## src/logic/mpio_pkg.sv

```systemverilog
package mpio_pkg;
    localparam logic [7:0] MPIO_OFS_B_DATA = 8'h00;
    localparam logic [7:0] MPIO_OFS_B_DIR = 8'h04;
    localparam logic [7:0] MPIO_OFS_C_DATA = 8'h08;
    localparam logic [7:0] MPIO_OFS_C_DIR = 8'h0C;
    localparam logic [7:0] MPIO_OFS_C_FUNC = 8'h10;
    localparam logic [7:0] MPIO_OFS_D_DATA = 8'h14;
    localparam logic [7:0] MPIO_OFS_F_DATA = 8'h18;
    localparam logic [7:0] MPIO_OFS_F_DIR = 8'h1C;
    localparam logic [7:0] MPIO_OFS_MMAP = 8'h20;
    localparam logic [7:0] MPIO_OFS_B_SET = 8'h24;
    localparam logic [7:0] MPIO_OFS_B_CLR = 8'h28;
    localparam logic [7:0] MPIO_OFS_STAT = 8'h2C;
    localparam logic [7:0] MPIO_DIR_RESET = 8'hFF;
    localparam logic [7:0] MPIO_FUNC_RESET = 8'h00;
    localparam logic [7:0] MPIO_LATCH_RESET = 8'h00;
    localparam logic [2:0] MPIO_MMAP_RESET = 3'h0;
    localparam int MPIO_MM_DIR_BIT = 0;
    localparam int MPIO_MM_SIZE_LO = 1;
    localparam int MPIO_MM_SIZE_HI = 2;
    localparam int MPIO_IRQ2_PIN = 3;
    localparam logic [1:0] MPIO_SIZE_256 = 2'h0;
    localparam logic [1:0] MPIO_SIZE_4K = 2'h1;
    localparam logic [1:0] MPIO_SIZE_16K = 2'h2;
    localparam logic [1:0] MPIO_SIZE_BIG = 2'h3;
    localparam logic [7:0] MPIO_F_MASK_4K = 8'h0F;
    localparam logic [7:0] MPIO_F_MASK_16K = 8'h3F;
    localparam logic [7:0] MPIO_F_MASK_BIG = 8'hFF;
    localparam logic [7:0] MPIO_F_MASK_NONE = 8'h00;
    typedef enum logic [1:0] {
        MPIO_CYC_ADDR = 2'b00,
        MPIO_CYC_DATA = 2'b01,
        MPIO_CYC_IDLE = 2'b10
    } mpio_cyc_t;
endpackage : mpio_pkg

```

## src/logic/mpio_pin_if.sv

```systemverilog
`timescale 1ns/10ps
`default_nettype none
// one 8-bit port: latch, enable and sampled pin level
interface mpio_pin_if;
    logic [7:0] pin_sync;
    logic [7:0] out_val;
    logic [7:0] out_en;
    modport core (input pin_sync, output out_val, output out_en);
    modport pad (output pin_sync, input out_val, input out_en);
endinterface : mpio_pin_if
`default_nettype wire

```

## src/logic/mpio_sync8.sv

```systemverilog
`timescale 1ns/10ps
`default_nettype none
// two-flop synchroniser for one port's pin levels
module mpio_sync8 (
    input wire logic ref_clk,
    input wire logic nrst,
    input wire logic [7:0] pin_in,
    mpio_pin_if.pad port
);
    logic [7:0] meta_reg;
    logic [7:0] sync_reg;
    always_ff @(posedge ref_clk or negedge nrst) begin
        if (!nrst) begin
            meta_reg <= 8'h00;
            sync_reg <= 8'h00;
        end else begin
            meta_reg <= pin_in;
            sync_reg <= meta_reg;
        end
    end
    assign port.pin_sync = sync_reg;
endmodule : mpio_sync8
`default_nettype wire

```

## src/logic/mpio_top.sv

```systemverilog
// Added by the designer: the AHB-Lite slave port and the register offsets.
`timescale 1ns/10ps
`default_nettype none
module mpio_top #(
    parameter bit HAS_D_PORT = 1'b1
) (
    input wire logic ref_clk,
    input wire logic nrst,
    input wire logic hw_stop,
    input wire logic hsel,
    input wire logic [31:0] haddr,
    input wire logic [1:0] htrans,
    input wire logic hwrite,
    input wire logic [2:0] hsize,
    input wire logic [31:0] hwdata,
    input wire logic hready,
    output logic [31:0] hrdata,
    output logic hreadyout,
    output logic hresp,
    input wire logic [7:0] pb_in,
    output logic [7:0] pb_out,
    output logic [7:0] pb_oe,
    input wire logic [7:0] pc_in,
    output logic [7:0] pc_out,
    output logic [7:0] pc_oe,
    input wire logic [7:0] pd_in,
    output logic [7:0] pd_out,
    output logic [7:0] pd_oe,
    input wire logic [7:0] pf_in,
    output logic [7:0] pf_out,
    output logic [7:0] pf_oe,
    input wire logic [7:0] ctrl_out,
    input wire logic [7:0] ctrl_out_valid,
    output logic [7:0] ctrl_in,
    input wire logic [15:0] ext_addr,
    input wire logic addr_strobe,
    output logic ext_irq2_request_flag
);
    import mpio_pkg::*;

    // ----------------------------------------
    // pin synchronisers
    // ----------------------------------------
    mpio_pin_if b_if ();
    mpio_pin_if c_if ();
    mpio_pin_if d_if ();
    mpio_pin_if f_if ();
    mpio_sync8 u_sync_b (.ref_clk(ref_clk), .nrst(nrst), .pin_in(pb_in), .port(b_if.pad));
    mpio_sync8 u_sync_c (.ref_clk(ref_clk), .nrst(nrst), .pin_in(pc_in), .port(c_if.pad));
    mpio_sync8 u_sync_d (.ref_clk(ref_clk), .nrst(nrst), .pin_in(pd_in), .port(d_if.pad));
    mpio_sync8 u_sync_f (.ref_clk(ref_clk), .nrst(nrst), .pin_in(pf_in), .port(f_if.pad));

    // ----------------------------------------
    // registers
    // ----------------------------------------
    logic [7:0] b_latch_reg;
    logic [7:0] port_b_direction_reg;
    logic [7:0] c_latch_reg;
    logic [7:0] port_c_direction_reg;
    logic [7:0] port_c_function_select_reg;
    logic [7:0] d_latch_reg;
    logic [7:0] f_latch_reg;
    logic [7:0] port_f_direction_reg;
    logic [2:0] memory_map_reg;
    logic irq2_reg;
    logic [7:0] wr_addr_reg;
    logic wr_pend_reg;
    logic [31:0] rdata_reg;
    mpio_cyc_t cyc_reg;

    // ----------------------------------------
    // AHB-Lite slave
    // ----------------------------------------
    // writes commit in the data phase; reads are prepared from the
    // address so the answer is zero wait states
    wire addr_ok = hsel && hready && htrans[1];
    wire rd_take = addr_ok && !hwrite;
    wire wr_take = addr_ok && hwrite;
    wire [7:0] wr_data = hwdata[7:0];
    wire wr_b = wr_pend_reg && (wr_addr_reg == MPIO_OFS_B_DATA);
    wire wr_bdir = wr_pend_reg && (wr_addr_reg == MPIO_OFS_B_DIR);
    wire wr_bset = wr_pend_reg && (wr_addr_reg == MPIO_OFS_B_SET);
    wire wr_bclr = wr_pend_reg && (wr_addr_reg == MPIO_OFS_B_CLR);
    wire wr_c = wr_pend_reg && (wr_addr_reg == MPIO_OFS_C_DATA);
    wire wr_cdir = wr_pend_reg && (wr_addr_reg == MPIO_OFS_C_DIR);
    wire wr_cfn = wr_pend_reg && (wr_addr_reg == MPIO_OFS_C_FUNC);
    wire wr_d = wr_pend_reg && (wr_addr_reg == MPIO_OFS_D_DATA);
    wire wr_f = wr_pend_reg && (wr_addr_reg == MPIO_OFS_F_DATA);
    wire wr_fdir = wr_pend_reg && (wr_addr_reg == MPIO_OFS_F_DIR);
    wire wr_mm = wr_pend_reg && (wr_addr_reg == MPIO_OFS_MMAP);
    wire wr_stat = wr_pend_reg && (wr_addr_reg == MPIO_OFS_STAT);

    // ----------------------------------------
    // mode decode
    // ----------------------------------------
    wire [1:0] bus_size = {memory_map_reg[MPIO_MM_SIZE_HI], memory_map_reg[MPIO_MM_SIZE_LO]};
    wire d_expansion = (bus_size != MPIO_SIZE_256) || !HAS_D_PORT;
    wire d_dir_out = memory_map_reg[MPIO_MM_DIR_BIT];

    function automatic logic [7:0] f_addr_mask(input logic [1:0] sz);
        if (sz == MPIO_SIZE_4K) begin
            return MPIO_F_MASK_4K;
        end else if (sz == MPIO_SIZE_16K) begin
            return MPIO_F_MASK_16K;
        end else if (sz == MPIO_SIZE_BIG) begin
            return MPIO_F_MASK_BIG;
        end else begin
            return MPIO_F_MASK_NONE;
        end
    endfunction : f_addr_mask

    // port read: pins where input, latch where output
    function automatic logic [7:0] port_view(input logic [7:0] pins, input logic [7:0] latch,
                                             input logic [7:0] is_in);
        return (pins & is_in) | (latch & ~is_in);
    endfunction : port_view

    wire [7:0] f_addr = f_addr_mask(bus_size);
    wire [7:0] c_port_val = port_view(c_if.pin_sync, c_latch_reg, port_c_direction_reg);
    // control pins: pin level when dir 1, internal control signal when dir 0
    wire [7:0] c_ctrl_val = port_view(c_if.pin_sync, ctrl_out,
                                      port_c_direction_reg);
    wire [7:0] c_read = (c_ctrl_val & port_c_function_select_reg)
                      | (c_port_val & ~port_c_function_select_reg);
    wire [7:0] b_read = port_view(b_if.pin_sync, b_latch_reg, port_b_direction_reg);
    wire [7:0] d_read = port_view(d_if.pin_sync, d_latch_reg, {8{!d_dir_out}});
    wire [7:0] f_read = port_view(f_if.pin_sync, f_latch_reg, port_f_direction_reg);

    wire [7:0] rd_ofs = haddr[7:0];
    logic [7:0] rd_byte;
    always_comb begin
        if (rd_ofs == MPIO_OFS_B_DATA) begin
            rd_byte = b_read;
        end else if (rd_ofs == MPIO_OFS_B_DIR) begin
            rd_byte = port_b_direction_reg;
        end else if (rd_ofs == MPIO_OFS_C_DATA) begin
            rd_byte = c_read;
        end else if (rd_ofs == MPIO_OFS_C_DIR) begin
            rd_byte = port_c_direction_reg;
        end else if (rd_ofs == MPIO_OFS_C_FUNC) begin
            rd_byte = port_c_function_select_reg;
        end else if (rd_ofs == MPIO_OFS_D_DATA) begin
            rd_byte = d_read;
        end else if (rd_ofs == MPIO_OFS_F_DATA) begin
            rd_byte = f_read;
        end else if (rd_ofs == MPIO_OFS_F_DIR) begin
            rd_byte = port_f_direction_reg;
        end else if (rd_ofs == MPIO_OFS_MMAP) begin
            rd_byte = {5'h00, memory_map_reg};
        end else if (rd_ofs == MPIO_OFS_STAT) begin
            rd_byte = {6'h00, d_expansion, irq2_reg};
        end else begin
            rd_byte = 8'h00;
        end
    end

    // ----------------------------------------
    // latches and mode registers
    // ----------------------------------------
    // hardware stop acts like reset on the port b/c/f direction and port c function bits only
    wire b_set_any = wr_b || wr_bset || wr_bclr;
    wire [7:0] b_latch_next = wr_b ? wr_data :
                              wr_bset ? (b_latch_reg | wr_data) :
                              (b_latch_reg & ~wr_data);
    wire c_fn3_change = wr_cfn
        && (wr_data[MPIO_IRQ2_PIN] != port_c_function_select_reg[MPIO_IRQ2_PIN]);

    always_ff @(posedge ref_clk or negedge nrst) begin
        if (!nrst) begin
            b_latch_reg <= MPIO_LATCH_RESET;
            c_latch_reg <= MPIO_LATCH_RESET;
            d_latch_reg <= MPIO_LATCH_RESET;
            f_latch_reg <= MPIO_LATCH_RESET;
            memory_map_reg <= MPIO_MMAP_RESET;
        end else begin
            if (b_set_any) b_latch_reg <= b_latch_next;
            if (wr_c) c_latch_reg <= wr_data;
            if (wr_d) d_latch_reg <= wr_data;
            if (wr_f) f_latch_reg <= wr_data;
            if (wr_mm) memory_map_reg <= wr_data[2:0];
        end
    end

    always_ff @(posedge ref_clk or negedge nrst) begin
        if (!nrst) begin
            port_b_direction_reg <= MPIO_DIR_RESET;
            port_c_direction_reg <= MPIO_DIR_RESET;
            port_f_direction_reg <= MPIO_DIR_RESET;
            port_c_function_select_reg <= MPIO_FUNC_RESET;
        end else if (hw_stop) begin
            port_b_direction_reg <= MPIO_DIR_RESET;
            port_c_direction_reg <= MPIO_DIR_RESET;
            port_f_direction_reg <= MPIO_DIR_RESET;
            port_c_function_select_reg <= MPIO_FUNC_RESET;
        end else begin
            if (wr_bdir) port_b_direction_reg <= wr_data;
            if (wr_cdir) port_c_direction_reg <= wr_data;
            if (wr_fdir) port_f_direction_reg <= wr_data;
            if (wr_cfn) port_c_function_select_reg <= wr_data;
        end
    end

    // set wins over a software clear in the same cycle
    always_ff @(posedge ref_clk or negedge nrst) begin
        if (!nrst) begin
            irq2_reg <= 1'b0;
        end else if (c_fn3_change) begin
            irq2_reg <= 1'b1;
        end else if (wr_stat && wr_data[0]) begin
            irq2_reg <= 1'b0;
        end
    end

    // ----------------------------------------
    // bus handshake
    // ----------------------------------------
    always_ff @(posedge ref_clk or negedge nrst) begin
        if (!nrst) begin
            wr_pend_reg <= 1'b0;
            wr_addr_reg <= 8'h00;
            rdata_reg <= 32'h0000_0000;
        end else begin
            wr_pend_reg <= wr_take;
            if (wr_take) wr_addr_reg <= haddr[7:0];
            if (rd_take) rdata_reg <= {24'h000000, rd_byte};
        end
    end

    // ----------------------------------------
    // machine cycle tracking on the expansion bus
    // ----------------------------------------
    // address phase follows the strobe, data phase follows it and holds until the next strobe
    always_ff @(posedge ref_clk or negedge nrst) begin
        if (!nrst) begin
            cyc_reg <= MPIO_CYC_IDLE;
        end else if (addr_strobe) begin
            cyc_reg <= MPIO_CYC_ADDR;
        end else if (cyc_reg == MPIO_CYC_ADDR) begin
            cyc_reg <= MPIO_CYC_DATA;
        end else begin
            cyc_reg <= cyc_reg;
        end
    end

    // ----------------------------------------
    // pad drive
    // ----------------------------------------
    wire d_bus_addr = addr_strobe || (cyc_reg == MPIO_CYC_ADDR);
    wire [7:0] c_fn_oe = port_c_function_select_reg & ctrl_out_valid;
    wire [7:0] c_oe_n = c_fn_oe
                      | (~port_c_function_select_reg & ~port_c_direction_reg);
    wire [7:0] c_val_n = (ctrl_out & port_c_function_select_reg)
                       | (c_latch_reg & ~port_c_function_select_reg);
    wire [7:0] d_oe_n = d_expansion ? {8{d_bus_addr}} : {8{d_dir_out}};
    wire [7:0] d_val_n = d_expansion ? ext_addr[7:0] : d_latch_reg;
    wire [7:0] f_oe_n = f_addr | (~f_addr & ~port_f_direction_reg);
    wire [7:0] f_val_n = (ext_addr[15:8] & f_addr) | (f_latch_reg & ~f_addr);

    always_ff @(posedge ref_clk or negedge nrst) begin
        if (!nrst) begin
            pb_out <= 8'h00;
            pb_oe <= 8'h00;
            pc_out <= 8'h00;
            pc_oe <= 8'h00;
            pd_out <= 8'h00;
            pd_oe <= 8'h00;
            pf_out <= 8'h00;
            pf_oe <= 8'h00;
            ctrl_in <= 8'h00;
        end else begin
            pb_out <= b_latch_reg;
            pb_oe <= ~port_b_direction_reg;
            pc_out <= c_val_n;
            pc_oe <= c_oe_n;
            pd_out <= d_val_n;
            pd_oe <= d_oe_n;
            pf_out <= f_val_n;
            pf_oe <= f_oe_n;
            ctrl_in <= c_if.pin_sync;
        end
    end

    // interface out_val/out_en mirror the pads for the core modport
    assign b_if.out_val = pb_out;
    assign b_if.out_en = pb_oe;
    assign c_if.out_val = pc_out;
    assign c_if.out_en = pc_oe;
    assign d_if.out_val = pd_out;
    assign d_if.out_en = pd_oe;
    assign f_if.out_val = pf_out;
    assign f_if.out_en = pf_oe;

    assign hrdata = rdata_reg;
    assign hreadyout = 1'b1;
    assign hresp = 1'b0;
    assign ext_irq2_request_flag = irq2_reg;
endmodule : mpio_top
`default_nettype wire

```

## config.mk

```make
export PLATFORM = sky130hd
export DESIGN_NAME = mpio_top
export DESIGN_NICKNAME = d
export VERILOG_FILES = /design/src/logic/mpio_pkg.sv /design/src/logic/mpio_pin_if.sv /design/src/logic/mpio_sync8.sv /design/src/logic/mpio_top.sv
export SDC_FILE = /design/constraint.sdc
export NUM_CORES = 1
export LEC_CHECK = 0
export BUFFER_PORTS_ARGS = -buffer_cell sky130_fd_sc_hd__buf_2
export CAP_MARGIN = 0
export CORE_ASPECT_RATIO = 1.2
export CORE_MARGIN = 3
export CORE_UTILIZATION = 35
export DETAILED_ROUTE_END_ITERATION = 12
export PLACE_DENSITY = 0.67
export SLEW_MARGIN = 20
export SYNTH_ARGS = -nofsm -noshare
export SYNTH_HDL_FRONTEND = slang
export SYNTH_SLANG_ARGS = --single-unit
```

## constraint.sdc

```tcl
create_clock -name ref_clk -period 3.65 [get_ports ref_clk]
set_input_delay 0.5475 -clock ref_clk [delete_from_list [all_inputs] [get_ports ref_clk]]
set_output_delay 0.5475 -clock ref_clk [all_outputs]
set_load 0.03 [all_outputs]
```

==> impl_results.md <==
- Yosys top cell area share: 0.5618
- Pwr dens: 561.3 nW/µm²
- Antenna viol nets, final: 0
- Post-synth cell types: between 50 and 60
- Synthesis-to-layout area growth: 20.96%
- Warnings from Yosys: 0
- RSZ-0062 raised after global routing: no
- Final period util: 0.6506
- Slew headroom: 0.4056
- Worst path buffer plus inverter count: 0
- # IOs: 247
- Root buffer cell: clkbuf_16
- Row cnt: a little over 60
- CTS tree: yes
- Comb pwr share: 0.133
- Critical-path top delay cell: nand4_1
- HP Class: input port to async pin
- Util after Layout: 0.4378
- Clk sink count: 216
- Placed inst area: 9549 µm²
- # resized after CTS: 0
- Number of diodes: 0
- Pre-CTS setup slack: about 1.1 ns
- Final HPWL DP: 16,080 µm
- Post-Syn Area per Cell: 12.09 µm²
- Hold buffers post-CTS: 0
- Synth top cells by count: 191 x dfrtp_1, 74 x nand2_1, 61 x o21ai_0, 40 x mux2_2, 39 x nor2_1
- Antenna violations before repair: 1
- R2r startpoint: wr_addr_reg[5]$_DFFE_PN0P_
- Post-route cell area: 10,290 µm²
- Startpoint types: register
- Clock Latency Late Sink: 0.50 ns
- Total number of vias: 5,965
- Worst Path Required: 4.07 ns
- Yosys reg bits: 216
- Synth area leaders: dfrtp_1 56%, dfstp_2 7.7%, mux2_2 5.3%
- WS Path Type: register to register
- Final worst slack: 1.275 ns
- Vias in the first global route: between 6,000 and 7,000
- Max clock buf depth: 3
- Prevailing post-synth register cell: dfrtp_1
- Post-synth EDFFs: 0
- CP Capture Type: register
- Wire length per cell: between 15 and 20 µm
- Setup TNS: 0 ns
- Most frequent cell after synthesis: dfrtp_1
- Clock period minus worst slack: 2.375 ns
- Crit Path Max Fanout: 16
- NetSw: between 1.5 and 2 mW
- Int Power: 4.207 mW
- Core area: 23,510 µm²
- Initial Utilization: 0.3619
- CP arrival: 2.80 ns
- I/O Buffers: about 170
- Critical path cell sequence: and4b_1, nand4_1, a211o_1
- Largest net degree at the start of global routing: 120
- Grt ovf: 0
- Post-Syn Instances: ~700
- Die footprint: roughly 26,000 µm²
- Clk pin slew, worst setup/hold paths: 0.06 ns
- Share of cells above drive strength 1: 0.3277
- Post-Route Skew: ~0.0076 ns
- RD Place Congestion: 0.9017
- Fin Hold WS: 0.1409 ns
- Die Wd: 148.3 µm
- DR pass1 iterations: 7
- Synthesized area: 8508 µm²
- DR iter-0 viols: 430
- Fmax: 421.1 MHz
- Die height: 176.8 µm
- Final wirelength: around 23,000 µm
- Max Cap Viol: 0
- Final Hold Violating Endpoints: 0
- Least-Margin Pin Slew: just under 0.9 ns
- Clock share of power: 0.392
- Register share of total power: 0.474
- Status: complete, no violations
- Cell taking the most area after synthesis: dfrtp_1
- Num CTS Buffers: 23
- Critical Path Source: wr_addr_reg[5]$_DFFE_PN0P_
- Post-CTS Setup Repair Bufs: 0
- Via/cell ratio: between 4 and 5
- Async S/R FF share, synth: 1.000
- CP top delay family: simple AND/OR/NAND/NOR gates
- Pins Over Slew Limit: 0
- Remaining DRCs: 0
- Global Route Usage Sum: 0.1742
- Worst VDD drop: ~0.35 mV
- First-pass GRT wire length: 35,000 µm
- H-Tree Depth: 1
- Layout net count: just over 1,000
- Final setup fails: 0
- Leak: 4.900 nW
- CP max stage delay: 0.73 ns
- Sw Share: 0.2717
- Sequential area share after synthesis: 0.6390
-- cells in the final DEF, fill, tap and decap left out, types with 3 or more instances in the layout --
master and n:
a222oi_1 5, dfrtp_1 191, buf_4 10, dfstp_2 25, nand2b_1 10, clkinv_2 6, o22ai_1 7, nand3_1 17
a31oi_1 6, nand2_1 74, nor4b_2 3, nor3_1 3, mux2_2 40, a211o_1 24, mux2i_1 18, a22o_1 8
buf_2 167, inv_1 22, o21ai_0 61, nor2b_1 12, clkbuf_16 23, clkbuf_1 4, conb_1 26, nor2_1 39
a21oi_1 28, clkbuf_8 6, nand4_1 3
-- stage by stage --
step           total power [mW]  instances
6_report                  5.776       1200
5_1_grt                   6.028       1200
4_1_cts                   5.849       1200
3_5_place_dp              3.562       1159
3_3_place_gp              3.548       1159
2_1_floorplan             3.252        728
-- worst paths after layout --
| path | endpoint | slack [ns] | cells after the start |
|---|---|---|---|
| worst min-delay path | pd_out[3]$_DFF_PN0_ | 0.14 | 1 |
| worst max register to register | port_f_direction_reg[7]$_DFFE_PN1P_ | 1.28 | 3 |
| worst min register to register | u_sync_c.port.pin_sync[6]$_DFF_PN0_ | 0.34 | 0 |
| min in group ref_clk | u_sync_b.meta_reg[5]$_DFF_PN0_ | 0.15 | 1 |
| max in group asynchronous | port_f_direction_reg[4]$_DFFE_PN1P_ | 2.52 | 2 |
| worst max-delay path | port_f_direction_reg[7]$_DFFE_PN1P_ | 1.28 | 3 |
-- layout make-up --
| type | instances | area, µm² |
|---|---|---|
| sequential | 216 | 5436 |
| clock inverter | 8 | 68.82 |
| multi-input combinational | 427 | 2690 |
| inverter | 22 | 82.58 |
| tap | 315 | 394.1 |
| clock buffer | 33 | 673.1 |
| timing repair buffer | 179 | 945.9 |
| fill | 2244 | 13220 |
-- layer usage --
layer | part of all wire | global-route usage | vias to the layer above
met5 | 0 | 0 | -
met4 | 0.028 | 0.05583 | 0
met3 | 0.083 | 0.03458 | 41
met2 | 0.50 | 0.2965 | 254
met1 | 0.39 | 0.2246 | 2939
li1 | - | - | 2731
-- cells by family (layout without fill, tap and decap cells) --
group	Yosys count	in the layout	share of synthesized area
other	2	26	0.0008827
and+or+nand+nor	182	182	0.1071
muxes	58	58	0.07412
AOI/OAI and AO/OA	159	159	0.1204
buffers and inverters	85	242	0.05647
DFF	216	216	0.6390
xor gates and xnor gates	2	2	0.002059
-- power by group through the flow --
| stage | sequential, mW | combinational [mW] | clock, mW |
|---|---|---|---|
| 2_1_floorplan | 2.93 | 0.318 | 0 |
| 3_3_place_gp | 2.78 | 0.769 | 0 |
| 3_5_place_dp | 2.78 | 0.779 | 0 |
| 4_1_cts | 2.74 | 0.782 | 2.33 |
| 5_1_grt | 2.76 | 0.832 | 2.43 |
| 6_report | 2.74 | 0.771 | 2.27 |
-- worst reg2reg max path, stage by stage (launching register included) --
cell and delay, ns:
dfrtp_1 0.45, and4b_1 0.61, nand4_1 0.73, a211o_1 0.50
Power figures use the tool's default switching activity.
